==> src/verilog/irq_bank_consts.svh <==
// Purpose: Offsets, reset values and field positions of the priority/enable bank
// Assumes: Register index = SFR address; Wishbone byte address = 4 * index
// Notes: Definitions only
`ifndef IRQ_BANK_CONSTS_SVH
`define IRQ_BANK_CONSTS_SVH

`define BASE_PRIO_IDX 8'hb8
`define EXT_EN1_IDX 8'he6
`define EXT_PRIO1_IDX 8'hf6
`define PAGE_IDX 8'h00
`define CTRL_IDX 8'h01
`define BITOP_IDX 8'h02
`define EVT_STAT_IDX 8'h03
`define EVT_MASK_IDX 8'h04
`define SVC_IDX 8'h05

`define BASE_PRIO_PAGE 8'h00
`define BASE_PRIO_RST 8'h80
`define BASE_PRIO_WMASK 8'h7f
`define EXT_RST 8'h00
`define EXT_WMASK 8'hff
`define OWN_RST 8'h00

`define CTRL_GATE_BIT 0
`define BITOP_VAL_BIT 3
`define EVT_LOW_BIT 0
`define EVT_HIGH_BIT 1
`define EVT_PREEMPT_BIT 2

`endif

==> src/verilog/irq_bank_pkg.sv <==
// Purpose: Types shared by the priority/enable bank
// Assumes: Fifteen request sources, vector positions 0 to 14
// Notes: Constants live in irq_bank_consts.svh
package irq_bank_pkg;

	localparam int NUM_SRC = 15;
	localparam int VEC_W = 4;

	typedef enum logic [0:0] {
		GR_IDLE,
		GR_OFFER
	} grant_e;

	typedef struct packed {
		logic [7:0] value;
	} sfr_state_s;

	typedef struct packed {
		logic ack;
		logic [7:0] rdata;
		logic [7:0] page;
		logic gate;
		logic [2:0] evt_stat;
		logic [2:0] evt_mask;
		logic irq;
		logic [14:0] pending;
		logic [14:0] prio;
		grant_e gstate;
		logic grant_high;
		logic [3:0] grant_vec;
		logic act_high;
		logic act_low;
	} top_state_s;

endpackage : irq_bank_pkg

==> src/verilog/irq_priority_enable_bank.sv <==
// Purpose: Priority and extended enable registers, request gating and level ranking
// Assumes: Request flags come from logic on sys_clk; Wishbone classic slave, 8-bit data
// Notes: Byte address is four times the SFR index; only byte lane 0 is writable
//
// Decided for this implementation: register access over Wishbone.
`timescale 1ns/1ps
`default_nettype none
`include "irq_bank_consts.svh"

module irq_priority_enable_bank
	import irq_bank_pkg::*;
#(
	parameter int ADR_W = 10
) (
	input wire logic sys_clk,
	input wire logic resetn,
	input wire logic wb_cyc,
	input wire logic wb_stb,
	input wire logic wb_we,
	input wire logic [ADR_W-1:0] wb_adr,
	input wire logic [31:0] wb_dat_w,
	input wire logic [3:0] wb_sel,
	output logic [31:0] wb_dat_r,
	output logic wb_ack,
	input wire logic [6:0] base_req,
	input wire logic timer3_low_overflow_flag,
	input wire logic timer3_high_overflow_flag,
	input wire logic comparator1_rise_flag,
	input wire logic comparator1_fall_flag,
	input wire logic comparator0_rise_flag,
	input wire logic comparator0_fall_flag,
	input wire logic counter_array_req,
	input wire logic conversion_done_flag,
	input wire logic window_compare_flag,
	input wire logic clock_alarm_req,
	input wire logic smbus_req,
	input wire logic grant_take,
	input wire logic service_done,
	output logic [14:0] req_pending,
	output logic [14:0] prio_level,
	output logic [7:0] ext_enable,
	output logic grant_valid,
	output logic grant_high,
	output logic [3:0] grant_vector,
	output logic service_high,
	output logic service_low,
	output logic irq
);

	if (ADR_W < 10) begin : g_adr_check
		$error("address bus must reach index 0xff");
	end

	////////////////////////////////////////////////////////////////////////
	top_state_s s_reg;
	top_state_s s_next;

	logic [7:0] idx;
	logic req_new;
	logic commit;
	logic page_ok;
	logic [7:0] base_prio_q;
	logic [7:0] ext_en_q;
	logic [7:0] ext_prio_q;
	logic [7:0] wdata;
	logic [14:0] raw_req;
	logic [14:0] en_vec;
	logic [14:0] hi_cand;
	logic [14:0] lo_cand;
	logic hi_found;
	logic lo_found;
	logic [3:0] hi_idx;
	logic [3:0] lo_idx;

	assign idx = wb_adr[9:2];
	assign wdata = wb_dat_w[7:0];
	assign req_new = wb_cyc && wb_stb && !s_reg.ack;
	// Writes land on the edge where the master sees ack, never earlier
	assign commit = wb_cyc && wb_stb && wb_we && s_reg.ack && wb_sel[0];
	assign page_ok = (s_reg.page == `BASE_PRIO_PAGE);

	////////////////////////////////////////////////////////////////////////
	sfr_bit_reg #(.W(8), .RST(`BASE_PRIO_RST), .WMASK(`BASE_PRIO_WMASK)) u_base_prio (
		.sys_clk(sys_clk),
		.resetn(resetn),
		.wr_en(commit && idx == `BASE_PRIO_IDX && page_ok),
		.wr_data(wdata),
		.bit_en(commit && idx == `BITOP_IDX && page_ok),
		.bit_idx(wdata[2:0]),
		.bit_val(wdata[`BITOP_VAL_BIT]),
		.q(base_prio_q)
	);

	sfr_bit_reg #(.W(8), .RST(`EXT_RST), .WMASK(`EXT_WMASK)) u_ext_en (
		.sys_clk(sys_clk),
		.resetn(resetn),
		.wr_en(commit && idx == `EXT_EN1_IDX),
		.wr_data(wdata),
		.bit_en(1'b0),
		.bit_idx(3'h0),
		.bit_val(1'b0),
		.q(ext_en_q)
	);

	sfr_bit_reg #(.W(8), .RST(`EXT_RST), .WMASK(`EXT_WMASK)) u_ext_prio (
		.sys_clk(sys_clk),
		.resetn(resetn),
		.wr_en(commit && idx == `EXT_PRIO1_IDX),
		.wr_data(wdata),
		.bit_en(1'b0),
		.bit_idx(3'h0),
		.bit_val(1'b0),
		.q(ext_prio_q)
	);

	////////////////////////////////////////////////////////////////////////
	// Vector order: base sources 0..6, then SMBus 7 up to timer 3 at 14
	assign raw_req = {
		timer3_low_overflow_flag || timer3_high_overflow_flag,
		comparator1_rise_flag || comparator1_fall_flag,
		comparator0_rise_flag || comparator0_fall_flag,
		counter_array_req,
		conversion_done_flag,
		window_compare_flag,
		clock_alarm_req,
		smbus_req,
		base_req
	};
	// Base enables sit outside this bank, so base requests arrive pre-masked
	assign en_vec = {ext_en_q, 7'h7f};

	assign hi_cand = s_reg.pending & s_reg.prio;
	assign lo_cand = s_reg.pending & ~s_reg.prio;

	lowest_pick #(.N(NUM_SRC), .IDX_W(VEC_W)) u_pick_hi (
		.vec(hi_cand),
		.found(hi_found),
		.idx(hi_idx)
	);

	lowest_pick #(.N(NUM_SRC), .IDX_W(VEC_W)) u_pick_lo (
		.vec(lo_cand),
		.found(lo_found),
		.idx(lo_idx)
	);

	////////////////////////////////////////////////////////////////////////
	always_comb begin
		logic taken;
		logic [2:0] evt_set;
		taken = 1'b0;
		evt_set = 3'h0;
		s_next = s_reg;
		s_next.ack = req_new;
		if (req_new) begin
			s_next.rdata = 8'h00;
			if (idx == `BASE_PRIO_IDX) begin
				s_next.rdata = page_ok ? base_prio_q : 8'h00;
			end else if (idx == `EXT_EN1_IDX) begin
				s_next.rdata = ext_en_q;
			end else if (idx == `EXT_PRIO1_IDX) begin
				s_next.rdata = ext_prio_q;
			end else if (idx == `PAGE_IDX) begin
				s_next.rdata = s_reg.page;
			end else if (idx == `CTRL_IDX) begin
				s_next.rdata = {7'h00, s_reg.gate};
			end else if (idx == `EVT_STAT_IDX) begin
				s_next.rdata = {5'h00, s_reg.evt_stat};
			end else if (idx == `EVT_MASK_IDX) begin
				s_next.rdata = {5'h00, s_reg.evt_mask};
			end else if (idx == `SVC_IDX) begin
				s_next.rdata = {s_reg.grant_vec, s_reg.act_high, s_reg.act_low,
					s_reg.grant_high, s_reg.gstate == GR_OFFER};
			end
		end
		if (commit) begin
			if (idx == `PAGE_IDX) begin
				s_next.page = wdata;
			end else if (idx == `CTRL_IDX) begin
				s_next.gate = wdata[`CTRL_GATE_BIT];
			end else if (idx == `EVT_MASK_IDX) begin
				s_next.evt_mask = wdata[2:0];
			end
		end

		// Gate and enable are applied to the live flags each cycle
		s_next.pending = raw_req & en_vec & {NUM_SRC{s_reg.gate}};
		s_next.prio = {ext_prio_q, base_prio_q[6:0]};

		// A return ends the innermost level, which is high if both are open
		if (service_done) begin
			if (s_reg.act_high) begin
				s_next.act_high = 1'b0;
			end else begin
				s_next.act_low = 1'b0;
			end
		end
		taken = grant_take && s_reg.gstate == GR_OFFER;
		if (taken) begin
			if (s_reg.grant_high) begin
				s_next.act_high = 1'b1;
				evt_set[`EVT_HIGH_BIT] = 1'b1;
				evt_set[`EVT_PREEMPT_BIT] = s_next.act_low;
			end else begin
				s_next.act_low = 1'b1;
				evt_set[`EVT_LOW_BIT] = 1'b1;
			end
		end

		case (s_reg.gstate)
			GR_IDLE, GR_OFFER: begin
				s_next.gstate = GR_IDLE;
				if (hi_found && !s_next.act_high) begin
					s_next.gstate = GR_OFFER;
					s_next.grant_high = 1'b1;
					s_next.grant_vec = hi_idx;
				end else if (lo_found && !s_next.act_high && !s_next.act_low) begin
					s_next.gstate = GR_OFFER;
					s_next.grant_high = 1'b0;
					s_next.grant_vec = lo_idx;
				end
			end
			default: s_next.gstate = GR_IDLE;
		endcase

		// Set beats a same-cycle write-one clear so no event is lost
		s_next.evt_stat = s_reg.evt_stat;
		if (commit && idx == `EVT_STAT_IDX) begin
			s_next.evt_stat = s_reg.evt_stat & ~wdata[2:0];
		end
		s_next.evt_stat = s_next.evt_stat | evt_set;
		s_next.irq = |(s_next.evt_stat & s_next.evt_mask);
	end

	always_ff @(posedge sys_clk or negedge resetn) begin
		if (!resetn) begin
			s_reg <= '{ack: 1'b0, rdata: `OWN_RST, page: `OWN_RST, gate: 1'b0,
				evt_stat: 3'h0, evt_mask: 3'h0, irq: 1'b0, pending: 15'h0000,
				prio: 15'h0000, gstate: GR_IDLE, grant_high: 1'b0, grant_vec: 4'h0,
				act_high: 1'b0, act_low: 1'b0};
		end else begin
			s_reg <= s_next;
		end
	end

	////////////////////////////////////////////////////////////////////////
	assign wb_ack = s_reg.ack;
	assign wb_dat_r = {24'h000000, s_reg.rdata};
	assign req_pending = s_reg.pending;
	assign prio_level = s_reg.prio;
	assign ext_enable = ext_en_q;
	assign grant_valid = (s_reg.gstate == GR_OFFER);
	assign grant_high = s_reg.grant_high;
	assign grant_vector = s_reg.grant_vec;
	assign service_high = s_reg.act_high;
	assign service_low = s_reg.act_low;
	assign irq = s_reg.irq;

	logic [14:0] below_mask;
	assign below_mask = 15'((16'h0001 << s_reg.grant_vec) - 16'h0001);
endmodule : irq_priority_enable_bank
`default_nettype wire

==> src/verilog/lowest_pick.sv <==
// Purpose: Finds the lowest set position of a request vector
// Assumes: Purely combinational
// Notes: Lowest position wins so ties resolve toward the lower vector
`timescale 1ns/1ps
`default_nettype none

module lowest_pick #(
	parameter int N = 15,
	parameter int IDX_W = 4
) (
	input wire logic [N-1:0] vec,
	output logic found,
	output logic [IDX_W-1:0] idx
);

	if (N > (1 << IDX_W) || N < 1) begin : g_size_check
		$error("lowest_pick index too narrow for N");
	end

	always_comb begin
		found = 1'b0;
		idx = '0;
		for (int i = N - 1; i >= 0; i--) begin
			if (vec[i]) begin
				found = 1'b1;
				idx = IDX_W'(i);
			end
		end
	end

endmodule : lowest_pick
`default_nettype wire

==> src/verilog/sfr_bit_reg.sv <==
// Purpose: One 8-bit special-function register with whole and single-bit writes
// Assumes: Write and bit strobes are one-cycle and on sys_clk
// Notes: Bits outside the write mask stay at their reset value
`timescale 1ns/1ps
`default_nettype none
`include "irq_bank_consts.svh"

module sfr_bit_reg
	import irq_bank_pkg::*;
#(
	parameter int W = 8,
	parameter logic [7:0] RST = `EXT_RST,
	parameter logic [7:0] WMASK = `EXT_WMASK
) (
	input wire logic sys_clk,
	input wire logic resetn,
	input wire logic wr_en,
	input wire logic [7:0] wr_data,
	input wire logic bit_en,
	input wire logic [2:0] bit_idx,
	input wire logic bit_val,
	output logic [7:0] q
);

	if (W != 8) begin : g_width_check
		$error("sfr_bit_reg serves 8-bit registers only");
	end

	sfr_state_s s_reg;
	sfr_state_s s_next;

	always_comb begin
		s_next = s_reg;
		if (wr_en) begin
			s_next.value = (s_reg.value & ~WMASK) | (wr_data & WMASK);
		end else if (bit_en && WMASK[bit_idx]) begin
			s_next.value[bit_idx] = bit_val;
		end
	end

	always_ff @(posedge sys_clk or negedge resetn) begin
		if (!resetn) begin
			s_reg.value <= RST;
		end else begin
			s_reg <= s_next;
		end
	end

	assign q = s_reg.value;
endmodule : sfr_bit_reg
`default_nettype wire
==> config.mk <==
export PLATFORM = sky130hd
export DESIGN_NAME = irq_priority_enable_bank
export DESIGN_NICKNAME = d
export VERILOG_FILES = /design/src/verilog/irq_bank_pkg.sv /design/src/verilog/irq_priority_enable_bank.sv /design/src/verilog/lowest_pick.sv /design/src/verilog/sfr_bit_reg.sv
export VERILOG_INCLUDE_DIRS = /design/src /design/src/verilog
export SDC_FILE = /design/constraint.sdc
export NUM_CORES = 1
export LEC_CHECK = 0
export BUFFER_PORTS_ARGS = -buffer_cell sky130_fd_sc_hd__buf_2
export CAP_MARGIN = 40
export CELL_PAD_IN_SITES_DETAIL_PLACEMENT = 1
export CELL_PAD_IN_SITES_GLOBAL_PLACEMENT = 1
export CORE_AREA = 2 2 115 117
export CTS_BUF_LIST = sky130_fd_sc_hd__clkbuf_8 sky130_fd_sc_hd__clkbuf_16
export DETAILED_ROUTE_END_ITERATION = 8
export DIE_AREA = 0 0 117 119
export GPL_ROUTABILITY_DRIVEN = 0
export HOLD_SLACK_MARGIN = 0.1
export PLACE_DENSITY = 0.86
export SLEW_MARGIN = 20
export SYNTH_ARGS = -nofsm -noshare
export SYNTH_HDL_FRONTEND = slang
export SYNTH_SLANG_ARGS = --single-unit
==> constraint.sdc <==
create_clock -name sys_clk -period 3.4 [get_ports sys_clk]
set_clock_uncertainty 0.05 [all_clocks]
set_input_delay 0.85 -clock sys_clk [delete_from_list [all_inputs] [get_ports sys_clk]]
set_output_delay 0.85 -clock sys_clk [all_outputs]
set_load 0.03 [all_outputs]
* Word level (Yosys, flattened, before mapping)
Memory sizes are Yosys's and may differ from the RTL's.
Index checks and enable logic that the tools add are counted.
** Word-level totals
- Register bits :: 87
- Bits in read-only memories :: 8
- Input port bits :: 71
- Output and inout port bits :: 80
- Word-level logic and storage cells :: 160
- Memories :: 1
** Memory list
- (no name shown) :: depth 8, bits a word 1, read ports 1, clocked after memory_dff 0, wr ports 0, RTL line sfr_bit_reg.sv:36 : end else if (bit_en && WMASK[bit_idx]) begin
** Cells by class
- $lt $le $gt $ge :: 2
- Equal/unequal tests :: 8
- Muxes and demuxes :: 90
- Bitwise logic cells :: 11
- Reduce and logical (&&, ||, !) cells :: 31
** Operators by type and width (count)
- two-way mux 4 bit :: 30
- two-way mux 8 bit :: 11
- bitwise AND 15 bit :: 4
- two-way mux 1 bit :: 36
- equality test 8 bit, second input constant :: 3
- logical AND 1 bit :: 18
- two-way mux 3 bit :: 6
- equality test 8 x 2 -> 1 bit, second input constant :: 2
- equality test 8 x 3 -> 1 bit, second input constant :: 2
- zero test 8 bit :: 2
- inverter 15 bit :: 1
- two-way mux 6 bit :: 2
- bitwise mux 8 bit :: 1
- equality test 8 x 1 -> 1 bit, second input constant :: 1
- bitwise OR 8 x 7 -> 8 bit :: 1
- bitwise AND 3 bit :: 2
- two-way mux 2 bit :: 3
- < comparator 3 x 4 -> 1 bit, second input constant :: 1
- nonzero test 2 bit :: 2
- demux 1 bit (select 3 bit) :: 1
- greater-or-equal comparator 3 x 1 -> 1 bit, second input constant :: 1
- zero test 1 bit :: 3
- logical OR 1 bit :: 3
- inverter 3 bit :: 1
- 5 further kinds :: 5

* Longest topological paths before layout
Gate-level depths: netlist of the first run.
- Depth after elaboration :: 21
- Mapped depth :: 7
- Depth with buffers taken out :: 6

* By module
Synthesis of the first run repeated with hierarchy kept, for this count alone.
** Unflattened totals
- Cell total of the unflattened synthesis :: 494
- Area total of the unflattened synthesis :: 4983.5 um2
** By module, submodules not included
- irq_priority_enable_bank :: times used 1, cells each 319, area each 3352.0 um2, sequential area each 1576.5 um2
- sfr_bit_reg at u_ext_en ... :: times used 2, cells each 42, area each 444.2 um2, sequential area each 200.2 um2
- sfr_bit_reg at u_base_prio :: times used 1, cells each 37, area each 422.9 um2, sequential area each 201.4 um2
- lowest_pick :: times used 2, cells each 27, area each 160.2 um2, sequential area each 0.0 um2

* Worst setup path after synthesis of the first run
No wires, ideal clock.
- Path kind :: input to register
- Start point :: in wb_adr[7]
- End point :: reg u_base_prio.s_reg (netlist bit u_base_prio.q[4])
- Arrival time :: 2707 ps
- Path slack :: 513 ps
- Stages on the path :: 7
- Buffers on the path :: 1
- Cells stage by stage :: nor4_2 > nand4_1 > or4_4 > buf_6 > nor4b_4 > mux2i_1 > a21oi_1
** On the way
- Cells in the longest elaborated chain, start to end :: 5
** Ends and longest elaborated chain
- start, declared :: RTL line irq_priority_enable_bank.sv:20 : input wire logic [ADR_W-1:0] wb_adr,
- equality test 8 x 2 -> 1 bit (no line)
- logical AND 1 bit (no line)
- logical AND 1 bit :: RTL line irq_priority_enable_bank.sv:88 : .bit_en(commit && idx == `BITOP_IDX && page_ok),
- logical AND 1 bit :: RTL line sfr_bit_reg.sv:36
- nonzero test 2 bit (no line)
- end signal, assigned :: RTL line sfr_bit_reg.sv:45 : s_reg <= s_next;
- end, declared :: RTL line sfr_bit_reg.sv:29 : sfr_state_s s_reg;
Parallel ways exist; a longest one is shown, timed or not.
A chain may end at the register's enable or synchronous reset.

* Worst setup path after layout of the first run
- Start point :: in wb_adr[6]
- End point :: reg u_base_prio.s_reg (netlist bit u_base_prio.q[4])
Same word-level chain as after synthesis.

==> flow_summary.yaml, run 1 <==
status:
  status: "completed"
timing:
  fmax_mhz: 348
  slew_headroom_pct: 57.5
  worstMarginPinSlew_ps: 631
  fin_crit_sh_pct: 84.4
  layout_min_cycle_time_ps: 2870
  rsz0062_at_grt: "no"
  setup-tns-final_ps: 0
  hold_viol_final: 0
  finalMaxSlewViolations: 0
  finalSetupViolCount: 0
routing:
  drc: 0
  first_pass_iters: 5
  post_drt_wl_per_cell_um: 19.9
  dr.first_iter.drc_count: 429
  vias: 3967
  routed_via_density: 5.51
  routed_wl_um: 14400
  ant_nets: 0
synth:
  yosys.area.top_type: "dfrtp_1"
  synth_area_sq_um: 4720
  yosysWarnings: 0
  synthTopCellsByArea: "dfrtp_1 (46%), buf_4 (11%), mux2_2 (6.0%)"
  synth_seq_cells: 87
  synthCells: 478
  postSynthAreaPerCell_sq_um: 9.87
  synth.yosys.seq_area_share_pct: 46.2
  synth-edff-count: 0
  synth_flop_cell: "dfrtp_1"
  ys_types: 59
  async_flop_share_pct: 100
  synth_top_cell_area_share_pct: 45.6
clock_tree:
  clk_transition_reported_paths_ps: 70
  htreeDepth: 3
  clockRootBuffer: "clkbuf_16"
  cts_setup_buffers: 0
  cts_num_sinks: 87
  cts-hold-fix-buffers: 0
  clk_path_buf_depth: 2
  clk_latency_ps: 350
  cts_made_buffers: 9
  post_cts_resized: 0
  tritoncts: "done"
worst_setup_path:
  critPathKind: "in2reg"
  start_kind: "input pin"
  worstPathRequired_ps: 3570
  arrival_ps: 3050
  timing.rr.start: "s_reg[47]"
  end_kind: "register"
  timing.rr.end: "u_base_prio.q[4]"
  critPathMaxFanout: 14
  reg2reg_slack_ps: 740
  rr_worst_depth: 6
finish:
  final_net_count: 610
  stdcell_count: 720
  area_growth_pct: 14.0
  antenna_cells: 0
  fillerInstances: 1476
  final_layout_size_suffix_gt1_share_pct: 29.2
  mostFrequentLayoutCells: "buf_2 (96), dfrtp_1 (86), nand2_1 (44)"
  final_common_cell: "buf_2"
pwr:
  powerDensity_nw_per_um2: 448
  power_w: 0.00241
  p_leak_nw: 2.72
  max-vdd-ir-drop_v: 0.000258
global_route:
  antenna_found_initial: 0
  grt_use_met2_pct: 34.8
  met3_usage_pct: 5.14
  grt_max_degree: 49
  grt_pass1_wl_um: 22200
  grt_pass1_vias: 4117
  grt-ovfl-total: 0
  grt_use_total_pct: 21.1
  use_met1_pct: 25.9
  grt-busiest-layer: "met2"
placement:
  dpl.hpwl_um: 11000
  place_inst: 704
  io_buffers: 97
floorplanning:
  dieHeight_um: 119
  core.rowCount: 42
  io_pins: 151
  initial_core_util_pct: 36.6
  die-area_sq_um: 13900
  core_area_sq_um: 12900
  die-width_um: 117
job:
  cap_viol_max_count: 0
hold_path:
  worstHoldStart: "u_base_prio.q[7]"
  whs_path_depth: 0
  hold_end: "u_base_prio.q[7]"
  hold_class: "reg2reg"
[synth_stat cells (all sizes together), types with 3 or more instances]
cell	number
a22oi	9
nand4	8
nor3	3
nor2	30
buf	68
a221oi	3
nor4	5
nor2b	7
nand2b	18
o22ai	6
mux2	26
nand3	18
o311ai	4
a21oi	16
mux2i	7
o211a	3
inv	12
a31oi	14
and3	8
or4	3
and2	10
o211ai	9
nand2	44
o21ai	19
dfrtp	86
clkbuf	11
[how the worst max path moves through the flow]
stage                          from          endpoint  slack [ps]
after detailed placement  wb_adr[6]  u_base_prio.q[4]         200
after global placement    wb_adr[2]   u_ext_prio.q[0]         350
after global routing      wb_adr[6]  u_base_prio.q[4]         430
after CTS                 wb_adr[6]  u_base_prio.q[4]         560
final                     wb_adr[6]  u_base_prio.q[4]         530
after floorplan           wb_adr[7]  u_base_prio.q[4]         510
[final cells by class]
cell class	instances	area, sq um	share of cell area, %
clock inverter	6	91.3	1.70
timing repair buffer	106	576	10.7
sequential	87	2180	40.5
tap	176	220	4.10
clock buffer	10	239	4.44
inverter	12	45.0	0.838
multi-input combinational	323	2030	37.7
[where the power goes]
part | internal (W) | switching [W]
Sequential | 0.00106 | 0.0000213
Combinational | 0.0000600 | 0.000174
Clock | 0.000669 | 0.000428
Total | 0.00179 | 0.000623
[worst max-delay path, stage by stage]
cell and delay, ps:
buf_2 200, nor4_2 490, nand4_1 200, or4_4 650, nor4b_4 320, mux2i_1 240, a21oi_1 90
[logic make-up (layout without fill, tap and decap cells)]
group / count (synthesis) / in the layout / synth area share, %
simple gates: 167 / 167 / 19.2
compound gates: 99 / 99 / 14.1
buf+inv: 91 / 134 / 12.7
flops: 87 / 87 / 46.2
mux: 33 / 33 / 7.69
other cells: 1 / 24 / 0.0795
[through the flow]
stage | setup WS [ps] | cell area [sq um] | hold WS (ps) | util, %
2_1_floorplan | 513 | 4800 | 304 | -
3_3_place_gp | 352 | 5020 | 308 | 39.0
3_5_place_dp | 196 | 5050 | 310 | 39.2
4_1_cts | 563 | 5380 | 320 | 41.8
5_1_grt | 434 | 5380 | 324 | 41.8
6_report | 529 | 5380 | 318 | 41.8
[metal layers]
| metal | up-vias | share of wire [%] |
|---|---|---|
| li1 | 1756 | - |
| met1 | 2001 | 41 |
| met2 | 170 | 49 |
| met3 | 40 | 5.8 |
| met4 | 0 | 3.9 |
| met5 | - | 0 |
No activity file was read; power rests on OpenSTA's default activity.
==> run 2: changes to the inputs <==
--- a/config.mk
+++ b/config.mk
@@ -6,17 +6,18 @@
 export SDC_FILE = /design/constraint.sdc
 export NUM_CORES = 1
 export LEC_CHECK = 0
+export ABC_AREA = 1
 export BUFFER_PORTS_ARGS = -buffer_cell sky130_fd_sc_hd__buf_2
 export CAP_MARGIN = 40
 export CELL_PAD_IN_SITES_DETAIL_PLACEMENT = 1
 export CELL_PAD_IN_SITES_GLOBAL_PLACEMENT = 1
-export CORE_AREA = 2 2 115 117
+export CORE_AREA = 2 2 116 118
 export CTS_BUF_LIST = sky130_fd_sc_hd__clkbuf_8 sky130_fd_sc_hd__clkbuf_16
 export DETAILED_ROUTE_END_ITERATION = 8
-export DIE_AREA = 0 0 117 119
+export DIE_AREA = 0 0 118 120
 export GPL_ROUTABILITY_DRIVEN = 0
 export HOLD_SLACK_MARGIN = 0.1
-export PLACE_DENSITY = 0.86
+export PLACE_DENSITY = 0.87
 export SLEW_MARGIN = 20
 export SYNTH_ARGS = -nofsm -noshare
 export SYNTH_HDL_FRONTEND = slang
==> constraint.sdc (replaced) <==
create_clock -name sys_clk -period 2.7 [get_ports sys_clk]
set_clock_uncertainty 0.05 [all_clocks]
set_input_delay 0.675 -clock sys_clk [delete_from_list [all_inputs] [get_ports sys_clk]]
set_output_delay 0.675 -clock sys_clk [all_outputs]
set_load 0.03 [all_outputs]
==> run 2 against run 1 <==
Final cell count grew 15%. Clock-buffer cell count is 1 lower. Sequential power increased by 24%. Final area down 3.1%. Synthesized cell count grew 23%. Global-route usage decreased by 0.53 points. Total power rose by 14%. Register-to-register slack lost 140 ps. Via count increased by 4.0%. Worst hold slack got worse by 45 ps. Area after synthesis decreased by 1.5%. Critical endpoint unchanged. Highest routed layer unchanged.
==> flow_summary.yaml, run 2 <==
floorplanning:
  core.rowCount: 42
  dieHeight_um: 120
  io_pins: 151
  core_area_sq_um: 13000
  die-width_um: 118
  initial_core_util_pct: 35.8
  die-area_sq_um: 14200
global_route:
  grt_pass1_vias: 4441
  antenna_found_initial: 0
  grt-ovfl-total: 0
  grt_pass1_wl_um: 22700
  grt_max_degree: 45
  grt_use_total_pct: 20.6
clock_tree:
  htreeDepth: 3
  post_cts_resized: 0
  cts_setup_buffers: 0
  cts_num_sinks: 87
  clk_path_buf_depth: 2
  cts-hold-fix-buffers: 0
  clk_transition_reported_paths_ps: 70
  tritoncts: "done"
  clk_latency_ps: 340
  clockRootBuffer: "clkbuf_16"
  cts_made_buffers: 9
routing:
  routed_wl_um: 14200
  ant_nets: 0
  routed_via_density: 4.99
  vias: 4126
  post_drt_wl_per_cell_um: 17.2
  dr.first_iter.drc_count: 318
  drc: 0
  first_pass_iters: 4
hold_path:
  hold_class: "in2async"
worst_setup_path:
  slowest_stage: "o311ai_0"
  arrival_ps: 2240
  critical_path.startpoint: "s_reg[53]"
  end_kind: "register"
  crit_chain: "nor2_1 > nand4_1 > nor2_1 > nand4_1 > o311ai_0 > o21ai_0"
  worstPathRequired_ps: 2850
  start_kind: "register"
  rr_worst_depth: 6
  path_buf_inv: 0
  critPathKind: "reg2reg"
  cp.depth: 6
  slowest_delay_ps: 500
  timing.rr.start: "s_reg[53]"
  critPathMaxFanout: 3
  critical_path.top_delay_family: "simple AND/OR/NAND/NOR gates"
timing:
  hold_viol_final: 0
  slew_headroom_pct: 61.9
  setup-tns-final_ps: 0
  finalSetupViolCount: 0
  fin_crit_sh_pct: 77.6
  fmax_mhz: 477
  rsz0062_at_grt: "no"
  finalMaxSlewViolations: 0
  layout_min_cycle_time_ps: 2100
  worstMarginPinSlew_ps: 570
placement:
  io_buffers: 97
  dpl.hpwl_um: 10900
  place_inst: 811
  placed_area_sq_um: 4940
synth:
  yosysMostFrequentCell: "nand2_1"
  synth-compound-area-share_pct: 10.7
  ys_types: 41
  synth_fa_ha_area_share_pct: 0
  yosys.area.top_type: "dfrtp_1"
  yosys.area_share.simple_pct: 24.2
  synthCells: 586
  synth_mux_area_share_pct: 0.862
  yosysWarnings: 0
  synth-edff-count: 0
  postSynthAreaPerCell_sq_um: 7.93
  synthTopCellsByArea: "dfrtp_1 (46%), nand2_1 (13%), buf_4 (11%)"
  synth.yosys.seq_area_share_pct: 46.9
  synth_seq_cells: 87
  synth_top_cell_area_share_pct: 46.3
  synth_top_family_by_area: "simple AND/OR/NAND/NOR gates"
  yosys-top-cells-count: "nand2_1 (163), dfrtp_1 (86), inv_1 (67), buf_4 (66), o21ai_0 (54)"
  synth_flop_cell: "dfrtp_1"
  synth_area_sq_um: 4650
  yosys.area_share.xor_xnor_pct: 0
  async_flop_share_pct: 100
pwr:
  max-vdd-ir-drop_v: 0.000277
  p_leak_nw: 2.90
  powerDensity_nw_per_um2: 526
finish:
  mostFrequentLayoutCells: "nand2_1 (163), buf_2 (96), dfrtp_1 (86)"
  final_common_cell: "nand2_1"
  antenna_cells: 0
  final_net_count: 717
  fin_area_sq_um: 5210
  fin_util_pct: 40.1
  area_growth_pct: 12.1
  stdcell_count: 827
  final_layout_size_suffix_gt1_share_pct: 20.0
job:
  cap_viol_max_count: 0
status:
  status: "completed"
-- run 2: changes by cell type after synthesis, moves of 9 or more --
cell,delta
a21oi_1,-11
a22oi_1,-9
and2_1,-10
inv_1,+55
mux2_2,-25
nand2_1,+119
nand2b_1,-18
nor2_1,+11
o211ai_1,-9
o21ai_0,+37
-- run 2: worst reg2reg max path: stages, from the launching register on --
cell,delay [ps]
dfrtp_1,410
nor2_1,140
nand4_1,210
nor2_1,260
nand4_1,230
o311ai_0,500
o21ai_0,160
-- run 2: kinds of logic (layout without fill, tap and decap cells) --
| kind of cell | after synthesis | in the layout |
|---|---|---|
| AND/OR/NAND/NOR | 261 | 261 |
| buffers and inverters | 145 | 187 |
| AO/OA/AOI/OAI | 88 | 88 |
| flip-flops | 87 | 87 |
| multiplexers | 4 | 4 |
| other | 1 | 24 |
-- run 2: area by class of cell --
type                            instances  area [sq um]
Clock buffer                            9           225
Clock inverter                          7          47.5
Fill cell                            1633          7770
Inverter                               72           270
Multi-Input combinational cell        377          1750
Sequential cell                        87          2180
Tap cell                              176           220
Timing Repair Buffer                   99           515
-- run 2: worst paths after layout --
check,end,slack [ps]
worst max-delay path,u_base_prio.q[4],600
worst min register to register,u_base_prio.q[7],320
worst min-delay path,req_pending[6],270
worst max register to register,u_base_prio.q[4],600
min in group sys_clk,u_base_prio.q[7],320
max in group asynchronous,u_base_prio.q[7],1610
-- run 2: power breakdown --
| part | internal, W | switching [W] |
|---|---|---|
| sequential | 0.00132 | 0.0000143 |
| clock | 0.000625 | 0.000527 |
| combinational | 0.0000610 | 0.000190 |
| total | 0.00201 | 0.000732 |
-- run 2: per-stage QoR --
stage | setup WS (ps) | power (W) | hold WS [ps]
finish | 604 | 0.00274 | 274
global route | 502 | 0.00284 | 308
CTS | 646 | 0.00276 | 291
detailed placement | 341 | 0.00161 | 312
global placement | 519 | 0.00160 | 308
floorplan | 849 | 0.00155 | 304
-- run 2: per-layer routing --
layer | share of wire (%) | track usage (%)
met1 | 41 | 24.9
met2 | 51 | 35.6
met3 | 5.8 | 4.42
met4 | 2.7 | 8.58
met5 | 0 | 0
==> run 3: changes to the inputs <==
--- a/config.mk
+++ b/config.mk
@@ -6,18 +6,18 @@
 export SDC_FILE = /design/constraint.sdc
 export NUM_CORES = 1
 export LEC_CHECK = 0
-export ABC_AREA = 1
+export ABC_AREA = 0
 export BUFFER_PORTS_ARGS = -buffer_cell sky130_fd_sc_hd__buf_2
 export CAP_MARGIN = 40
 export CELL_PAD_IN_SITES_DETAIL_PLACEMENT = 1
 export CELL_PAD_IN_SITES_GLOBAL_PLACEMENT = 1
-export CORE_AREA = 2 2 116 118
+export CORE_AREA = 2 2 120 122
 export CTS_BUF_LIST = sky130_fd_sc_hd__clkbuf_8 sky130_fd_sc_hd__clkbuf_16
 export DETAILED_ROUTE_END_ITERATION = 8
-export DIE_AREA = 0 0 118 120
+export DIE_AREA = 0 0 122 124
 export GPL_ROUTABILITY_DRIVEN = 0
 export HOLD_SLACK_MARGIN = 0.1
-export PLACE_DENSITY = 0.87
+export PLACE_DENSITY = 0.84
 export SLEW_MARGIN = 20
 export SYNTH_ARGS = -nofsm -noshare
 export SYNTH_HDL_FRONTEND = slang
==> constraint.sdc (replaced) <==
create_clock -name sys_clk -period 1.8 [get_ports sys_clk]
set_clock_uncertainty 0.05 [all_clocks]
set_input_delay 0.45 -clock sys_clk [delete_from_list [all_inputs] [get_ports sys_clk]]
set_output_delay 0.45 -clock sys_clk [all_outputs]
set_load 0.03 [all_outputs]
==> run 3 against run 2 <==
Sequential cell count stayed put. Utilization is 9.5 points higher. Critical path depth is 2 higher. Register-to-register slack worse by 1300 ps. Clock-buffer cell count is 1 higher. Via count is 17% higher. Combinational power is 130% higher. Sequential power is 52% higher. Final area is 31% higher. The run now ends with negative setup slack left. Fmax is 17% lower.
==> flow_summary.yaml, run 3 (same netlist as run 1, synthesis figures left out) <==
status:
  status: "finished with violations"
  violations: "negative setup slack"
timing:
  fin_ws_ps: -730
  worstMarginPinSlew_ps: 676
  layout_min_cycle_time_ps: 2530
  rsz0062_at_grt: "yes"
  fmax_mhz: 395
  finalSetupViolCount: 48
  hold_viol_final: 0
  fin_crit_sh_pct: 141
  slew_headroom_pct: 54.9
  finalMaxSlewViolations: 0
placement:
  preCtsSetupSlack_ps: -700
  placed_area_sq_um: 5910
  dpl.hpwl_um: 13000
  io_buffers: 97
routing:
  post_drt_wl_per_cell_um: 25.3
  vias: 4821
  dr.first_iter.drc_count: 434
  routed_via_density: 5.71
  routed_wl_um: 21400
  ant_nets: 0
  first_pass_iters: 5
  drc: 0
worst_setup_path:
  worstPathRequired_ps: 1990
  rr_worst_depth: 8
  critPathMaxFanout: 6
  timing.rr.end: "u_base_prio.q[5]"
  start_kind: "register"
  critPathKind: "reg2reg"
  timing.rr.start: "s_reg[47]"
  arrival_ps: 2720
  reg2reg_slack_ps: -730
  end_kind: "register"
global_route:
  grt_use_total_pct: 26.7
  grt_max_degree: 38
  met3_usage_pct: 5.86
  antenna_found_initial: 0
  grt_use_met2_pct: 47.2
  grt-ovfl-total: 0
  grt-busiest-layer: "met2"
  grt_pass1_vias: 5240
  grt_pass1_wl_um: 29900
  use_met1_pct: 29.6
clock_tree:
  htreeDepth: 3
  cts_made_buffers: 9
  clk_path_buf_depth: 2
  tritoncts: "done"
  clk_latency_ps: 360
  clockRootBuffer: "clkbuf_16"
  cts_num_sinks: 87
  clk_transition_reported_paths_ps: 70
floorplanning:
  die-area_sq_um: 15100
  initial_core_util_pct: 34.4
  core_area_sq_um: 13700
  io_pins: 151
  core.rowCount: 43
  die-width_um: 122
  dieHeight_um: 124
hold_path:
  hold_class: "in2reg"
  worstHoldStart: "base_req[2]"
  hold_end: "req_pending[2]"
  whs_path_depth: 2
pwr:
  powerDensity_nw_per_um2: 656
  p_sw_w: 0.00130
  p_int_w: 0.00316
  switching_share_pct: 29.2
  p_seq_share_pct: 45.8
  p_clk_share_pct: 41.4
  max-vdd-ir-drop_v: 0.000406
  p_leak_nw: 3.43
  power_frac_comb_pct: 12.8
  power_w: 0.00446
finish:
  fin_area_sq_um: 6800
  regArea_sq_um: 2180
  final_common_cell: "buf_4"
  antenna_cells: 0
  mostFrequentLayoutCells: "buf_4 (106), buf_2 (90), dfrtp_1 (85)"
  final_net_count: 731
  area_growth_pct: 44.2
  final_layout_size_suffix_gt1_share_pct: 50.1
  multi_input_area_sq_um: 2410
  fillerInstances: 1549
job:
  cap_viol_max_count: 0
-- run 3: worst max-delay path: stages (launching register included) --
cell	delay (ps)
dfrtp_1	400
or4_4	540
or2_4	270
or4_4	450
buf_4	160
buf_6	130
a22o_1	230
nand2_1	90
o211ai_1	90
-- run 3: per-layer routing --
| layer | vias to the layer above | share of wire, % |
|---|---|---|
| met5 | - | 0 |
| met3 | 101 | 6.7 |
| li1 | 1998 | - |
| met2 | 276 | 51 |
| met4 | 0 | 5.8 |
| met1 | 2446 | 36 |
-- run 3: power by group through the flow --
stage | combinational, W | clock (W) | sequential (W)
after floorplan | 0.000350 | 0 | 0.00206
after global placement | 0.000482 | 0 | 0.00207
after detailed placement | 0.000498 | 0 | 0.00207
after CTS | 0.000530 | 0.00184 | 0.00204
after global routing | 0.000604 | 0.00194 | 0.00205
final | 0.000570 | 0.00185 | 0.00204
-- run 3: timing repair --
item | CTS | global route
setup endpoints to repair | 37 | 50
setup buffers | 15 | 12
pin swaps | 14 | 17
resized for setup | 50 | 64
gates cloned | 0 | 0
hold buffers | 1 | 0
hold endpoints to repair | 27 | 0
-- run 3: final cells by class --
| type | count | share of cell area (%) |
|---|---|---|
| tap | 180 | 3.31 |
| timing repair buffer | 227 | 24.5 |
| clock buffer | 10 | 3.51 |
| clock inverter | 6 | 0.625 |
| inverter | 12 | 0.662 |
| sequential | 87 | 32.0 |
| multi-input combinational | 323 | 35.4 |
-- run 3: worst max-delay path by stage --
| stage | start | end | cells past startpoint |
|---|---|---|---|
| 2_1_floorplan | s_reg[49] | u_base_prio.q[4] | 7 |
| 3_3_place_gp | wb_adr[7] | u_base_prio.q[4] | 7 |
| 3_5_place_dp | wb_adr[7] | u_base_prio.q[0] | 7 |
| 4_1_cts | s_reg[49] | u_base_prio.q[4] | 6 |
| 5_1_grt | s_reg[49] | u_base_prio.q[0] | 7 |
| 6_report | s_reg[47] | u_base_prio.q[5] | 8 |
-- run 3: through the flow --
stage               util [%]  cells  hold WS (ps)  TNS, ps
CTS                     47.5    835           251    -7650
finish                  49.6    845           256   -11400
global placement        43.1    804           309   -16860
floorplan                  -    501           104    -9400
detailed placement      43.1    804           309   -20400
global route            49.6    845           269   -13570
